==> src/logic/adcst_pkg.sv <==
// Package for the acquisition scan and trigger control block.
// Assumes an 8-bit I/O bus with a 4-bit port offset and a 20 MHz core clock.
package adcst_pkg;

  // ----------------------------------------------------------------
  // Register offsets
  // ----------------------------------------------------------------
  localparam logic [3:0] OFF_SAMPLE_LOW = 4'h0;
  localparam logic [3:0] OFF_SAMPLE_HIGH = 4'h1;
  localparam logic [3:0] OFF_SCAN_LIMITS = 4'h2;
  localparam logic [3:0] OFF_STATUS = 4'h8;
  localparam logic [3:0] OFF_CONTROL = 4'h9;
  localparam logic [3:0] OFF_PACER_ENABLE = 4'ha;
  localparam logic [3:0] OFF_TIMER0 = 4'hc;
  localparam logic [3:0] OFF_TIMER1 = 4'hd;
  localparam logic [3:0] OFF_TIMER2 = 4'he;
  localparam logic [3:0] OFF_TIMER_CTRL = 4'hf;

  // ----------------------------------------------------------------
  // Field positions
  // ----------------------------------------------------------------
  localparam int STAT_BUSY_BIT = 7;
  localparam int STAT_CFG_BIT = 5;
  localparam int STAT_VALID_BIT = 4;
  localparam int CTRL_IRQ_EN_BIT = 7;
  localparam int CTRL_IRQ_LVL_LSB = 4;
  localparam int CTRL_DMA_EN_BIT = 2;
  localparam int CTRL_TRIG_HI_BIT = 1;
  localparam int CTRL_TRIG_LO_BIT = 0;
  localparam int TCW_SEL_LSB = 6;

  // ----------------------------------------------------------------
  // Reset values and DMA bytes per sample
  // ----------------------------------------------------------------
  localparam logic [7:0] CONTROL_RESET = 8'h00;
  localparam logic [7:0] SCAN_RESET = 8'h00;
  localparam logic PACER_DISABLE_RESET = 1'b1;
  localparam logic [3:0] RANGE_RESET = 4'h0;
  localparam logic [15:0] TIMER_RESET = 16'h0000;
  localparam logic [1:0] DMA_BYTES_PER_SAMPLE = 2'h2;

  // ----------------------------------------------------------------
  // Timing: pacer input clock period and its cycle count
  // ----------------------------------------------------------------
  localparam int CORE_CLK_PERIOD_NS = 50;
  localparam int PACER_TICK_NS = 100;
  localparam int PACER_TICK_CYCLES_RAW = PACER_TICK_NS / CORE_CLK_PERIOD_NS;
  localparam int PACER_TICK_CYCLES = (PACER_TICK_CYCLES_RAW < 1) ? 1 : PACER_TICK_CYCLES_RAW;

  // ----------------------------------------------------------------
  // Types
  // ----------------------------------------------------------------
  typedef enum logic [1:0]
  {
    TRIG_SOFTWARE = 2'b00,
    TRIG_EXTERNAL = 2'b10,
    TRIG_PACER = 2'b11
  } adcst_trig_e;

  typedef enum logic [1:0]
  {
    DMA_IDLE = 2'b00,
    DMA_REQ = 2'b01,
    DMA_GAP = 2'b10
  } adcst_dma_e;

  typedef struct packed
  {
    logic [3:0] addr;
    logic wr;
    logic rd;
    logic [7:0] wdata;
  } adcst_io_req_s;

  typedef struct packed
  {
    logic done;
    logic [11:0] sample_bits;
  } adcst_conv_res_s;

  typedef struct packed
  {
    logic start;
    logic [3:0] channel;
    logic [3:0] range;
  } adcst_conv_cmd_s;

endpackage

==> src/logic/adcst_pacer.sv <==
// Cascaded two-stage pacer divider feeding conversion triggers.
// Assumes divisors come from the register file; zero means full count.
`timescale 1ns/1ps
module adcst_pacer #(
  parameter int TICK_CYCLES = adcst_pkg::PACER_TICK_CYCLES
)
(
  input wire logic core_clk,
  input wire logic reset,
  input wire logic run,
  input wire logic [15:0] div_first,
  input wire logic [15:0] div_second,
  output logic pulse_r
);
  import adcst_pkg::*;

  logic [15:0] pre_cnt_r;
  logic [15:0] first_cnt_r;
  logic [15:0] second_cnt_r;
  logic tick;
  logic first_out;

  // Prescale the core clock down to the pacer base clock
  assign tick = run && (pre_cnt_r == 16'(TICK_CYCLES - 1));

  always_ff @(posedge core_clk)
  begin
    if (reset || !run || tick)
      pre_cnt_r <= 16'h0000;
    else
      pre_cnt_r <= pre_cnt_r + 16'h0001;
  end

  // First stage; reload on terminal count, cascades into second
  assign first_out = tick && (first_cnt_r == 16'h0001);

  always_ff @(posedge core_clk)
  begin
    if (reset || !run)
      first_cnt_r <= div_first;
    else if (tick)
      first_cnt_r <= (first_cnt_r == 16'h0001) ? div_first : first_cnt_r - 16'h0001;
  end

  // Second stage produces one trigger per full cascade period
  always_ff @(posedge core_clk)
  begin
    if (reset || !run)
    begin
      second_cnt_r <= div_second;
      pulse_r <= 1'b0;
    end
    else
    begin
      pulse_r <= first_out && (second_cnt_r == 16'h0001);
      if (first_out)
        second_cnt_r <= (second_cnt_r == 16'h0001) ? div_second : second_cnt_r - 16'h0001;
    end
  end

endmodule

==> src/logic/adcst_top.sv <==
// Register file, scan sequencer and trigger control of the acquisition card.
// Assumes a synchronous 8-bit I/O bus, an external converter that answers
// each start with one done pulse, and a system DMA controller with ack/tc.
//
// Behaviour
// - Pacer runs while pacer disable bit is 0, held off when 1.
// - Result low nibble in offset 0 bits 7..4, upper byte at offset 1.
// - Offset 0 bits 3..0 hold source channel of the stored sample.
// - Status: busy bit 7, config bit 5, valid bit 4, next channel 3..0.
// - Strap picks 16 single-ended or 8 differential; status bit reports it.
// - Scan register: start channel bits 3..0, stop channel bits 7..4.
// - Equal start and stop converts that same channel on every trigger.
// - Each conversion advances channel; after stop wraps to start.
// - Any scan register write reloads pointer with new start channel.
// - Range write at offset 1 stored for scan start channel.
// - Per-channel range codes kept and applied on each conversion.
// - Control bits 1..0 select trigger source.
// - Upper bit 0 software, 10 external, 11 pacer.
// - Software mode: any write to offset 0 while not busy starts one conversion.
// - Pacer mode: cascaded counters start conversions periodically.
// - External mode: each rising edge of trigger input while not busy starts conversion while the external trigger strap is set.
// - Busy reads 1 during conversion, 0 when idle.
// - Busy clears itself when conversion finishes.
// - Valid set on completion; cleared by any write to status.
// - With interrupts enabled, request raised at end of conversion (DMA terminal count in DMA mode) on chosen level.
// - Status write withdraws request and re-arms interrupt generation.
// - With DMA enabled each conversion issues two successive DMA requests.
`timescale 1ns/1ps
module adcst_top #(
  parameter int CHANNELS = 16,
  parameter int RANGE_BITS = 4
)
(
  input wire logic core_clk,
  input wire logic reset,
  input wire adcst_pkg::adcst_io_req_s io_req,
  output logic [7:0] io_rdata_r,
  input wire logic input_config_strap,
  input wire logic external_trigger_strap,
  input wire logic ext_trigger,
  output adcst_pkg::adcst_conv_cmd_s conv_cmd_r,
  input wire adcst_pkg::adcst_conv_res_s conv_res,
  output logic irq_req_r,
  output logic [2:0] irq_level_field_r,
  output logic dma_req_r,
  input wire logic dma_ack,
  input wire logic dma_tc
);
  import adcst_pkg::*;
  // ----------------------------------------------------------------
  // Storage
  // ----------------------------------------------------------------
  logic [7:0] scan_r, control_r, timer_ctrl_r, rd_mux;
  logic [3:0] next_ch_r, src_ch_r, conv_ch_r, scan_start, scan_stop;
  logic [11:0] sample_bits_r;
  logic pacer_disable_bit_r, busy_r, valid_r, irq_pending_r, cfg_single_r, ext_prev_r;
  logic [RANGE_BITS-1:0] range_mem [CHANNELS];
  logic [15:0] timer_r [3];
  logic [2:0] timer_hi_r;
  adcst_dma_e dma_state_r;
  logic [1:0] dma_left_r, trig_sel;
  logic pacer_pulse, trig_fire, wr_status, wr_scan, conv_done;
  // Strobe decode shared by the processes below
  function automatic logic wr_hit(input adcst_io_req_s r, input logic [3:0] off);
    wr_hit = r.wr && (r.addr == off);
  endfunction
  // Trigger source decode: upper bit low means software regardless of lower
  function automatic adcst_trig_e trig_decode(input logic [1:0] sel);
    if (!sel[1])
      trig_decode = TRIG_SOFTWARE;
    else if (sel[0])
      trig_decode = TRIG_PACER;
    else
      trig_decode = TRIG_EXTERNAL;
  endfunction
  assign wr_status = wr_hit(io_req, OFF_STATUS);
  assign wr_scan = wr_hit(io_req, OFF_SCAN_LIMITS);
  assign conv_done = busy_r && conv_res.done;
  assign trig_sel = {control_r[CTRL_TRIG_HI_BIT], control_r[CTRL_TRIG_LO_BIT]};
  assign scan_start = scan_r[3:0];
  assign scan_stop = scan_r[7:4];
  // ----------------------------------------------------------------
  // Configuration strap and control registers
  // ----------------------------------------------------------------
  // Strap is sampled by the clock, never loaded under reset
  always_ff @(posedge core_clk)
  begin
    cfg_single_r <= input_config_strap;
  end
  // Control register with trigger select, DMA and interrupt fields
  always_ff @(posedge core_clk)
  begin
    if (reset)
      control_r <= CONTROL_RESET;
    else if (wr_hit(io_req, OFF_CONTROL))
      control_r <= io_req.wdata;
  end
  // Pacer disable bit
  always_ff @(posedge core_clk)
  begin
    if (reset)
      pacer_disable_bit_r <= PACER_DISABLE_RESET;
    else if (wr_hit(io_req, OFF_PACER_ENABLE))
      pacer_disable_bit_r <= io_req.wdata[0];
  end
  // Scan limits; software keeps top bits zero in differential mode
  always_ff @(posedge core_clk)
  begin
    if (reset)
      scan_r <= SCAN_RESET;
    else if (wr_scan)
      scan_r <= io_req.wdata;
  end
  // Range code memory addressed by the scan start field
  always_ff @(posedge core_clk)
  begin
    if (reset)
    begin
      for (int i = 0; i < CHANNELS; i++)
        range_mem[i] <= RANGE_BITS'(RANGE_RESET);
    end
    else if (wr_hit(io_req, OFF_SAMPLE_HIGH))
      range_mem[scan_start] <= io_req.wdata[RANGE_BITS-1:0];
  end
  // ----------------------------------------------------------------
  // Pacer timer registers; byte pairs alternate low then high
  // ----------------------------------------------------------------
  always_ff @(posedge core_clk)
  begin
    if (reset)
    begin
      for (int i = 0; i < 3; i++)
        timer_r[i] <= TIMER_RESET;
      timer_hi_r <= 3'h0;
      timer_ctrl_r <= 8'h00;
    end
    else
    begin
      for (int i = 0; i < 3; i++)
      begin
        if (wr_hit(io_req, OFF_TIMER0 + 4'(i)))
        begin
          if (timer_hi_r[i])
            timer_r[i][15:8] <= io_req.wdata;
          else
            timer_r[i][7:0] <= io_req.wdata;
          timer_hi_r[i] <= !timer_hi_r[i];
        end
      end
      // A control word for a counter restarts its byte order
      if (wr_hit(io_req, OFF_TIMER_CTRL))
      begin
        timer_ctrl_r <= io_req.wdata;
        if (io_req.wdata[TCW_SEL_LSB +: 2] != 2'h3)
          timer_hi_r[io_req.wdata[TCW_SEL_LSB +: 2]] <= 1'b0;
      end
    end
  end
  // Counters 1 and 2 cascade into the conversion trigger
  adcst_pacer #(
    .TICK_CYCLES(PACER_TICK_CYCLES)
  ) u_pacer (
    .core_clk(core_clk),
    .reset(reset),
    .run(!pacer_disable_bit_r),
    .div_first(timer_r[1]),
    .div_second(timer_r[2]),
    .pulse_r(pacer_pulse)
  );
  // ----------------------------------------------------------------
  // Trigger selection
  // ----------------------------------------------------------------
  // External input is synchronous; remember it for edge detection
  always_ff @(posedge core_clk)
  begin
    if (reset)
      ext_prev_r <= 1'b0;
    else
      ext_prev_r <= ext_trigger;
  end
  // One trigger event per cycle from the selected source
  always_comb
  begin
    trig_fire = 1'b0;
    case (trig_decode(trig_sel))
      TRIG_SOFTWARE: trig_fire = wr_hit(io_req, OFF_SAMPLE_LOW);
      TRIG_PACER: trig_fire = pacer_pulse;
      TRIG_EXTERNAL: trig_fire = external_trigger_strap && ext_trigger && !ext_prev_r;
      default: trig_fire = 1'b0;
    endcase
  end
  // ----------------------------------------------------------------
  // Conversion sequencing
  // ----------------------------------------------------------------
  // Busy flag; a trigger while busy is ignored
  always_ff @(posedge core_clk)
  begin
    if (reset)
      busy_r <= 1'b0;
    else if (conv_done)
      busy_r <= 1'b0;
    else if (trig_fire)
      busy_r <= 1'b1;
  end
  // Start command with channel and its range code
  always_ff @(posedge core_clk)
  begin
    if (reset)
    begin
      conv_cmd_r <= '0;
      conv_ch_r <= 4'h0;
    end
    else
    begin
      conv_cmd_r.start <= trig_fire && !busy_r;
      if (trig_fire && !busy_r)
      begin
        conv_cmd_r.channel <= next_ch_r;
        conv_cmd_r.range <= 4'(range_mem[next_ch_r]);
        conv_ch_r <= next_ch_r;
      end
    end
  end
  // Channel pointer; a scan write outranks an advance
  always_ff @(posedge core_clk)
  begin
    if (reset)
      next_ch_r <= 4'h0;
    else if (wr_scan)
      next_ch_r <= io_req.wdata[3:0];
    else if (trig_fire && !busy_r)
    begin
      if (next_ch_r == scan_stop)
        next_ch_r <= scan_start;
      else
        next_ch_r <= next_ch_r + 4'h1;
    end
  end
  // Result and source channel update only on completion
  always_ff @(posedge core_clk)
  begin
    if (reset)
    begin
      sample_bits_r <= 12'h000;
      src_ch_r <= 4'h0;
    end
    else if (conv_done)
    begin
      sample_bits_r <= conv_res.sample_bits;
      src_ch_r <= conv_ch_r;
    end
  end
  // Data valid; a completion in the clearing cycle wins
  always_ff @(posedge core_clk)
  begin
    if (reset)
      valid_r <= 1'b0;
    else if (conv_done)
      valid_r <= 1'b1;
    else if (wr_status)
      valid_r <= 1'b0;
  end
  // ----------------------------------------------------------------
  // Interrupt and DMA requests
  // ----------------------------------------------------------------
  // Interrupt source is completion, or DMA terminal count in DMA mode
  always_ff @(posedge core_clk)
  begin
    if (reset)
      irq_pending_r <= 1'b0;
    else if (control_r[CTRL_DMA_EN_BIT] ? dma_tc : conv_done)
      irq_pending_r <= 1'b1;
    else if (wr_status)
      irq_pending_r <= 1'b0;
  end
  // Request line gated by the enable, level carried alongside
  always_ff @(posedge core_clk)
  begin
    if (reset)
    begin
      irq_req_r <= 1'b0;
      irq_level_field_r <= 3'h0;
    end
    else
    begin
      irq_req_r <= irq_pending_r && control_r[CTRL_IRQ_EN_BIT] && !wr_status;
      irq_level_field_r <= control_r[CTRL_IRQ_LVL_LSB +: 3];
    end
  end
  // Two requests per sample, one for each result byte
  always_ff @(posedge core_clk)
  begin
    if (reset)
    begin
      dma_state_r <= DMA_IDLE;
      dma_left_r <= 2'h0;
      dma_req_r <= 1'b0;
    end
    else
    begin
      case (dma_state_r)
        DMA_IDLE:
        begin
          if (conv_done && control_r[CTRL_DMA_EN_BIT])
          begin
            dma_state_r <= DMA_REQ;
            dma_left_r <= DMA_BYTES_PER_SAMPLE;
            dma_req_r <= 1'b1;
          end
        end
        DMA_REQ:
        begin
          if (dma_ack)
          begin
            dma_req_r <= 1'b0;
            dma_left_r <= dma_left_r - 2'h1;
            dma_state_r <= (dma_left_r == 2'h1) ? DMA_IDLE : DMA_GAP;
          end
        end
        DMA_GAP:
        begin
          dma_req_r <= 1'b1;
          dma_state_r <= DMA_REQ;
        end
        default:
        begin
          dma_state_r <= DMA_IDLE;
          dma_req_r <= 1'b0;
        end
      endcase
    end
  end
  // ----------------------------------------------------------------
  // Read path; reads change no state
  // ----------------------------------------------------------------
  always_comb
  begin
    rd_mux = 8'h00;
    case (io_req.addr)
      OFF_SAMPLE_LOW: rd_mux = {sample_bits_r[3:0], src_ch_r};
      OFF_SAMPLE_HIGH: rd_mux = sample_bits_r[11:4];
      OFF_SCAN_LIMITS: rd_mux = scan_r;
      OFF_STATUS: rd_mux = {busy_r, 1'b0, cfg_single_r, valid_r, next_ch_r};
      OFF_CONTROL: rd_mux = control_r;
      OFF_PACER_ENABLE: rd_mux = {7'h00, pacer_disable_bit_r};
      OFF_TIMER0: rd_mux = timer_hi_r[0] ? timer_r[0][15:8] : timer_r[0][7:0];
      OFF_TIMER1: rd_mux = timer_hi_r[1] ? timer_r[1][15:8] : timer_r[1][7:0];
      OFF_TIMER2: rd_mux = timer_hi_r[2] ? timer_r[2][15:8] : timer_r[2][7:0];
      OFF_TIMER_CTRL: rd_mux = timer_ctrl_r;
      default: rd_mux = 8'h00;
    endcase
  end
  // Read data registered on the read strobe
  always_ff @(posedge core_clk)
  begin
    if (reset)
      io_rdata_r <= 8'h00;
    else if (io_req.rd)
      io_rdata_r <= rd_mux;
  end
endmodule

==> config.mk <==
export PLATFORM = sky130hd
export DESIGN_NAME = adcst_top
export DESIGN_NICKNAME = d
export VERILOG_FILES = /design/src/logic/adcst_pkg.sv /design/src/logic/adcst_pacer.sv /design/src/logic/adcst_top.sv
export SDC_FILE = /design/constraint.sdc
export NUM_CORES = 1
export LEC_CHECK = 0
export BUFFER_PORTS_ARGS = -buffer_cell sky130_fd_sc_hd__buf_2
export CORE_UTILIZATION = 55
export CTS_CLUSTER_DIAMETER = 200
export CTS_CLUSTER_SIZE = 40
export DETAILED_ROUTE_END_ITERATION = 12
export PLACE_DENSITY = 0.76
export REMOVE_ABC_BUFFERS = 1
export SETUP_SLACK_MARGIN = 0.3
export SYNTH_ARGS = -nofsm -noshare
export SYNTH_HDL_FRONTEND = slang
export SYNTH_SLANG_ARGS = --single-unit
==> constraint.sdc <==
create_clock -name core_clk -period 2.4 [get_ports core_clk]
set_input_delay 0.12 -clock core_clk [delete_from_list [all_inputs] [get_ports core_clk]]
set_output_delay 0.12 -clock core_clk [all_outputs]
set_load 0.01 [all_outputs]
=== Yosys cells after proc, flatten, opt, wreduce, memory -nomap -nowiden ===
Memory sizes are Yosys's and may differ from the RTL's. A register that Yosys moved wholly into a read port is not among the register bits.
Cells that the tools add are included.

* Multiplexer cells: 78
* $lt $le $gt $ge: 2
* Div/mod/pow operators: 0
* Reduce and logical (&&, ||, !) cells: 43
* Add/sub/neg operators: 5
* Bitwise logic cells: 8
* Multiply operators: 0
* Shift-type cells: 0
* Equal/unequal tests: 21

{| class="wikitable"
|+ Operators by type and width
! cell !! count
|-
| 2-to-1 mux 16 bit || 6
|-
| one-hot mux 8 bit (10 select lines) || 1
|-
| 2-to-1 mux 8 bit || 9
|-
| == test 16 x 1 -> 1 bit, second input constant || 3
|-
| 2-to-1 mux 1 bit || 44
|-
| subtractor 16 x 1 -> 16 bit, second input constant || 2
|-
| == test 4 bit, second input constant || 7
|-
| logical AND 1 bit || 21
|-
| 2-to-1 mux 4 bit || 5
|-
| adder 16 x 1 -> 16 bit, second input constant || 1
|-
| 2-to-1 mux 2 bit || 6
|-
| nonzero test 2 bit || 6
|-
| zero test 1 bit || 7
|-
| == test 2 bit, second input constant || 3
|-
| 2-to-1 mux 3 bit || 2
|-
| inequality test 2 bit, second input constant || 3
|-
| bitwise OR 1 bit || 6
|-
| one-hot mux 1 bit (3 select lines) || 2
|-
| one-hot mux 2 bit (3 select lines) || 1
|-
| adder 4 x 1 -> 4 bit, second input constant || 1
|-
| == test 2 x 1 -> 1 bit, second input constant || 2
|-
| == test 4 x 1 -> 1 bit, second input constant || 1
|-
| == test 4 x 2 -> 1 bit, second input constant || 1
|-
| == test 4 bit || 1
|-
| 14 further kinds || 16
|}

* Bits in latches: 0
* Bits in read-only memories: 0
* Memories kept: 2
* Output and inout bits: 22
* Logic and storage cells: 184
* Bits in registers: 124
* Bits of input ports: 34
* Memory bits (writable): 112

{| class="wikitable"
|+ Memory list
! memory !! words !! bits a word !! read ports !! clocked after memory_dff !! write ports !! line !! source
|-
| range_mem || 16 || 4 || 1 || 1 || 16 || adcst_top.sv:57 || <nowiki>logic [RANGE_BITS-1:0] range_mem [CHANNELS];</nowiki>
|-
| timer_r || 3 || 16 || 3 || 0 || 3 || adcst_top.sv:58 || <nowiki>logic [15:0] timer_r [3];</nowiki>
|}

=== Depth between registers and ports, before layout ===
* Depth after elaboration: 8
* Depth in mapped cells: 8
* Gate-level depth less buffers: 6

=== Hierarchy ===
A second synthesis with hierarchy kept.

* Cell total of the unflattened synthesis: 1036
* Area total of the unflattened synthesis: 11302.1 µm²

{| class="wikitable"
|+ By module, submodules not included
! module !! cells an instance !! area an instance (µm²) !! instances !! sequential area each (µm²)
|-
| adcst_top || 767 || 8549.4 || 1 || 4924.7
|-
| adcst_pacer || 269 || 2752.6 || 1 || 1301.2
|}

=== Least setup slack after synthesis ===
No wires, ideal clock.

* Kind: reg2reg
* From: register u_pacer.first_cnt_r[9]
* To: register u_pacer.second_cnt_r[0], enable pin
* Stages on the path, launching flop included: 5
* Period minus slack after synthesis: 2.245 ns
* Data required time: 2.025 ns
* Setup time: 0.375 ns
* Setup slack: 0.155 ns
* Buffers on the path: 0
* Arrival: 1.870 ns
* Cells stage by stage: edfxtp_1 or3_1 or3_1 nor3_1 nand2b_1

* Longest elaborated chain between the ends: 3

{| class="wikitable"
|+ Ends and longest elaborated chain
! element !! line !! source
|-
| start: declaration || adcst_pacer.sv:18 || <nowiki>logic [15:0] first_cnt_r;</nowiki>
|-
| start signal: assignment || adcst_pacer.sv:40 || <nowiki>first_cnt_r <= div_first;</nowiki>
|-
| start signal: assignment || adcst_pacer.sv:42 || <nowiki>first_cnt_r <= (first_cnt_r == 16'h0001) ? div_first : first_cnt_r - 16'h0001;</nowiki>
|-
| == test 16 x 1 -> 1 bit || adcst_pacer.sv:35 || <nowiki>assign first_out = tick && (first_cnt_r == 16'h0001);</nowiki>
|-
| logical AND 1 bit || adcst_pacer.sv:35 ||
|-
| nonzero test 2 bit (no line) || n/a ||
|-
| end signal: assignment || adcst_pacer.sv:50 || <nowiki>second_cnt_r <= div_second;</nowiki>
|-
| end signal: assignment || adcst_pacer.sv:57 || <nowiki>second_cnt_r <= (second_cnt_r == 16'h0001) ? div_second : second_cnt_r - 16'h0001;</nowiki>
|-
| end: declaration || adcst_pacer.sv:19 || <nowiki>logic [15:0] second_cnt_r;</nowiki>
|}

No other way between the ends.
A chain may end at the register's enable or synchronous reset.

=== Worst setup path after layout ===
* From: register u_pacer.second_cnt_r[10]
* To: register u_pacer.second_cnt_r[5], data pin

* Longest elaborated chain between the ends: 4

{| class="wikitable"
|+ Ends and longest elaborated chain
! element !! line !! source
|-
| == test 16 x 1 -> 1 bit || adcst_pacer.sv:57 ||
|-
| 2-to-1 mux 16 bit || adcst_pacer.sv:57 ||
|-
| 2-to-1 mux 16 bit || adcst_pacer.sv:56 || <nowiki>if (first_out)</nowiki>
|-
| 2-to-1 mux 16 bit || adcst_pacer.sv:48 || <nowiki>if (reset || !run)</nowiki>
|}

No other way between the ends. The select of a mux whose other input is x is not followed.

==> metrics.yaml <==
die:
  start_util: 0.5656
  num_rows: 51
  die-area_um2: 20720
  die_w_um: 143.9
  die_h_um: 143.9
  num_io_pins: 56
  core_um2: 19590
global_routing:
  grt_use_total: 0.2537
  grt_pass1_vias: 7546
  antenna_found_initial: 0
  grt_max_degree: 42
  grt-ovfl-total: 0
  grt_pass1_wl_mm: 40.18
clock_tree:
  clockBufferDepth: 3
  cts_root_buffer: "clkbuf_16"
  cts_buffers: 9
  cts_tree: "done"
  cts_sinks: 239
  ctsHtreeMaxLevel: 1
  clk_latency_ns: 0.49
  clk_pin_slew_ns: 0.14
synthesis:
  synth_area_um2: 11080
  syn_inst: 1021
  yosysSeqAreaShare: 0.5619
  ys_seq_elements: 239
  ys_types: 62
  ys_warn_count: 0
  async_flop_share: 0
  synth-main-ff-cell: "edfxtp_1"
  avgSynthCellArea_um2: 10.85
  synth-edff-count: 144
route:
  drtIter0Drc: 637
  ant_nets: 0
  route.vias.total: 8022
  routed_wl_mm: 26.02
  dr.pass1.iters: 6
  post_drt_wl_per_cell_um: 18.85
  drc_errors: 0
  avgViaCountPerCell: 5.813
placement:
  dp_hpwl_mm: 17.70
  post-place-ws_ns: 0.1289
  io_buffers: 55
  dpl_cell_area_um2: 11880
  gp_congestion: 0.9012
timing:
  worst_slack_ns: 0.2695
  fin_skew_ns: 0.01391
  report.final.hold_viol_count: 0
  maxSlewHeadroom: 0.4589
  worst_slew_pin_slew_ns: 0.8086
  final_max_slew_viol_count: 0
  setup_viol: 0
  finalCritPeriodShare: 0.8877
  fin_crit_ns: 2.131
  fin_setup_tns_ns: 0
  max_freq_mhz: 469.4
  rsz0062_at_grt: "true"
setup_path:
  cp_slowest_cell: "or4_4"
  start_kind: "register"
  endpoint_kind: "register"
  critical-path-max-stage-delay_ns: 0.46
  worst-setup-path-type: "reg -> reg"
  cp_cell_sequence: "or3_4 > or4_4 > o31ai_4 > buf_6 > clkbuf_16 > o21ai_0"
  cp_num_buf_inv: 2
  required_ns: 2.65
  worst_ep_arrival_time_ns: 2.38
  critical_path.top_delay_family: "simple AND/OR/NAND/NOR gates"
  crit_fanout: 8
layout:
  drive_above_1_share: 0.1704
  design_area_um2: 12590
  area_growth_pct: 13.61
  diodes: 0
  layout_common_cells: "edfxtp_1 (144), nand2_1 (123), dfxtp_1 (95)"
  nNetsFinal: 1161
  layout_commonest_cell: "edfxtp_1"
worst_hold_path:
  min_path_type: "in -> reg"
run_status:
  status: "complete, no violations"
pwr:
  p_leak_nw: 4.545
  power_per_cell_area_nw_per_um2: 555.0
  peakVddDrop_uv: 454.8
flow_run:
  drv_cap: 0
-- synth_stat cells, drive strengths merged, types with 9 or more instances --
library cell | n | area [um2]
mux4 | 16 | 360.4
nand3 | 21 | 105.1
ha | 14 | 175.2
a21oi | 47 | 246.5
mux2i | 41 | 410.4
xnor2 | 27 | 236.5
nor2b | 9 | 56.30
dfxtp | 95 | 1902
clkbuf | 39 | 146.4
nor2 | 82 | 307.8
and3 | 9 | 56.30
nor3 | 21 | 105.1
o22ai | 14 | 87.58
edfxtp | 144 | 4324
buf | 17 | 77.57
and2 | 83 | 519.3
or2 | 12 | 75.07
inv | 16 | 60.06
nand4 | 9 | 56.30
nand2 | 129 | 484.2
xor2 | 19 | 166.4
o21ai | 51 | 255.2
-- path summary, 6_finish.rpt --
check	startpoint	end	slack [ns]	cells past startpoint
max	u_pacer.second_cnt_r[10]	u_pacer.second_cnt_r[5]	0.27	6
min	reset	control_r[0]	0.06	3
max reg2reg	u_pacer.second_cnt_r[10]	u_pacer.second_cnt_r[5]	0.27	6
min reg2reg	io_rdata_r[4]	io_rdata_r[4]	0.47	1
-- layout make-up --
type,count,area (um2)
Clock buffer,12,236.5
Clock inverter,1,3.754
Fill cell,1544,7002
Inverter,17,63.81
Multi-Input combinational cell,709,4681
Sequential cell,239,6226
Tap cell,265,331.6
Timing Repair Buffer,137,1046
-- state kept, by name (all words and copies together) (netlist names), 5 cells and up --
signal	flops
timer_ctrl_r	8
u_pacer.pre_cnt_r	16
scan_r	8
conv_cmd_r	5
io_rdata_r	8
control_r	8
timer_r	48
sample_bits_r	12
range_mem	64
u_pacer.second_cnt_r	16
u_pacer.first_cnt_r	16
-- routing by layer --
layer / track usage / part of all wire / vias up / wire, um
met4: 0.07055 / 0.024 / 0 / 632
met1: 0.3610 / 0.44 / 3878 / 11440
met2: 0.4022 / 0.47 / 260 / 12270
met5: 0 / 0 / - / 0
li1: - / - / 3837 / -
met3: 0.03965 / 0.064 / 47 / 1674
-- report_power, final --
group | internal (mW) | switching, mW | total (mW)
Combinational | 0.228 | 0.332 | 0.561
Clock | 0.706 | 1.18 | 1.89
Sequential | 4.46 | 0.0795 | 4.54
-- repair_timing --
| action | in CTS | in global routing |
|---|---|---|
| cloned | 1 | 3 |
| setup endpoints to repair | 34 | 51 |
| hold endpoints to repair | 25 | 0 |
| resized for setup | 5 | 42 |
| hold buffers | 20 | 0 |
| pin swaps | 1 | 9 |
| buffers inserted | 5 | 3 |
-- tightest hold or removal path: stages --
cell    delay, ns
buf_2        0.13
buf_4        0.20
nor2_1       0.06
-- per-stage QoR --
stage	power (mW)	std cells	util	hold WS [ns]
finish	6.986	1380	0.6426	0.05778
global route	7.195	1380	0.6426	0.06920
CTS	6.980	1374	0.6337	0.04990
detailed placement	5.121	1335	0.6062	0.2273
global placement	5.110	1335	0.6062	0.2262
floorplan	4.861	965	-	0.1477
-- cell families after synthesis --
| family | after synthesis | synth area share |
|---|---|---|
| simple gates | 417 | 0.1871 |
| compound gates | 167 | 0.09519 |
| mux | 65 | 0.07769 |
| fa+ha+maj | 14 | 0.01581 |
| flops | 239 | 0.5619 |
| buf+inv | 73 | 0.02597 |
| xor+xnor | 46 | 0.03636 |
Note: power is estimated with default switching activity, not from simulation.
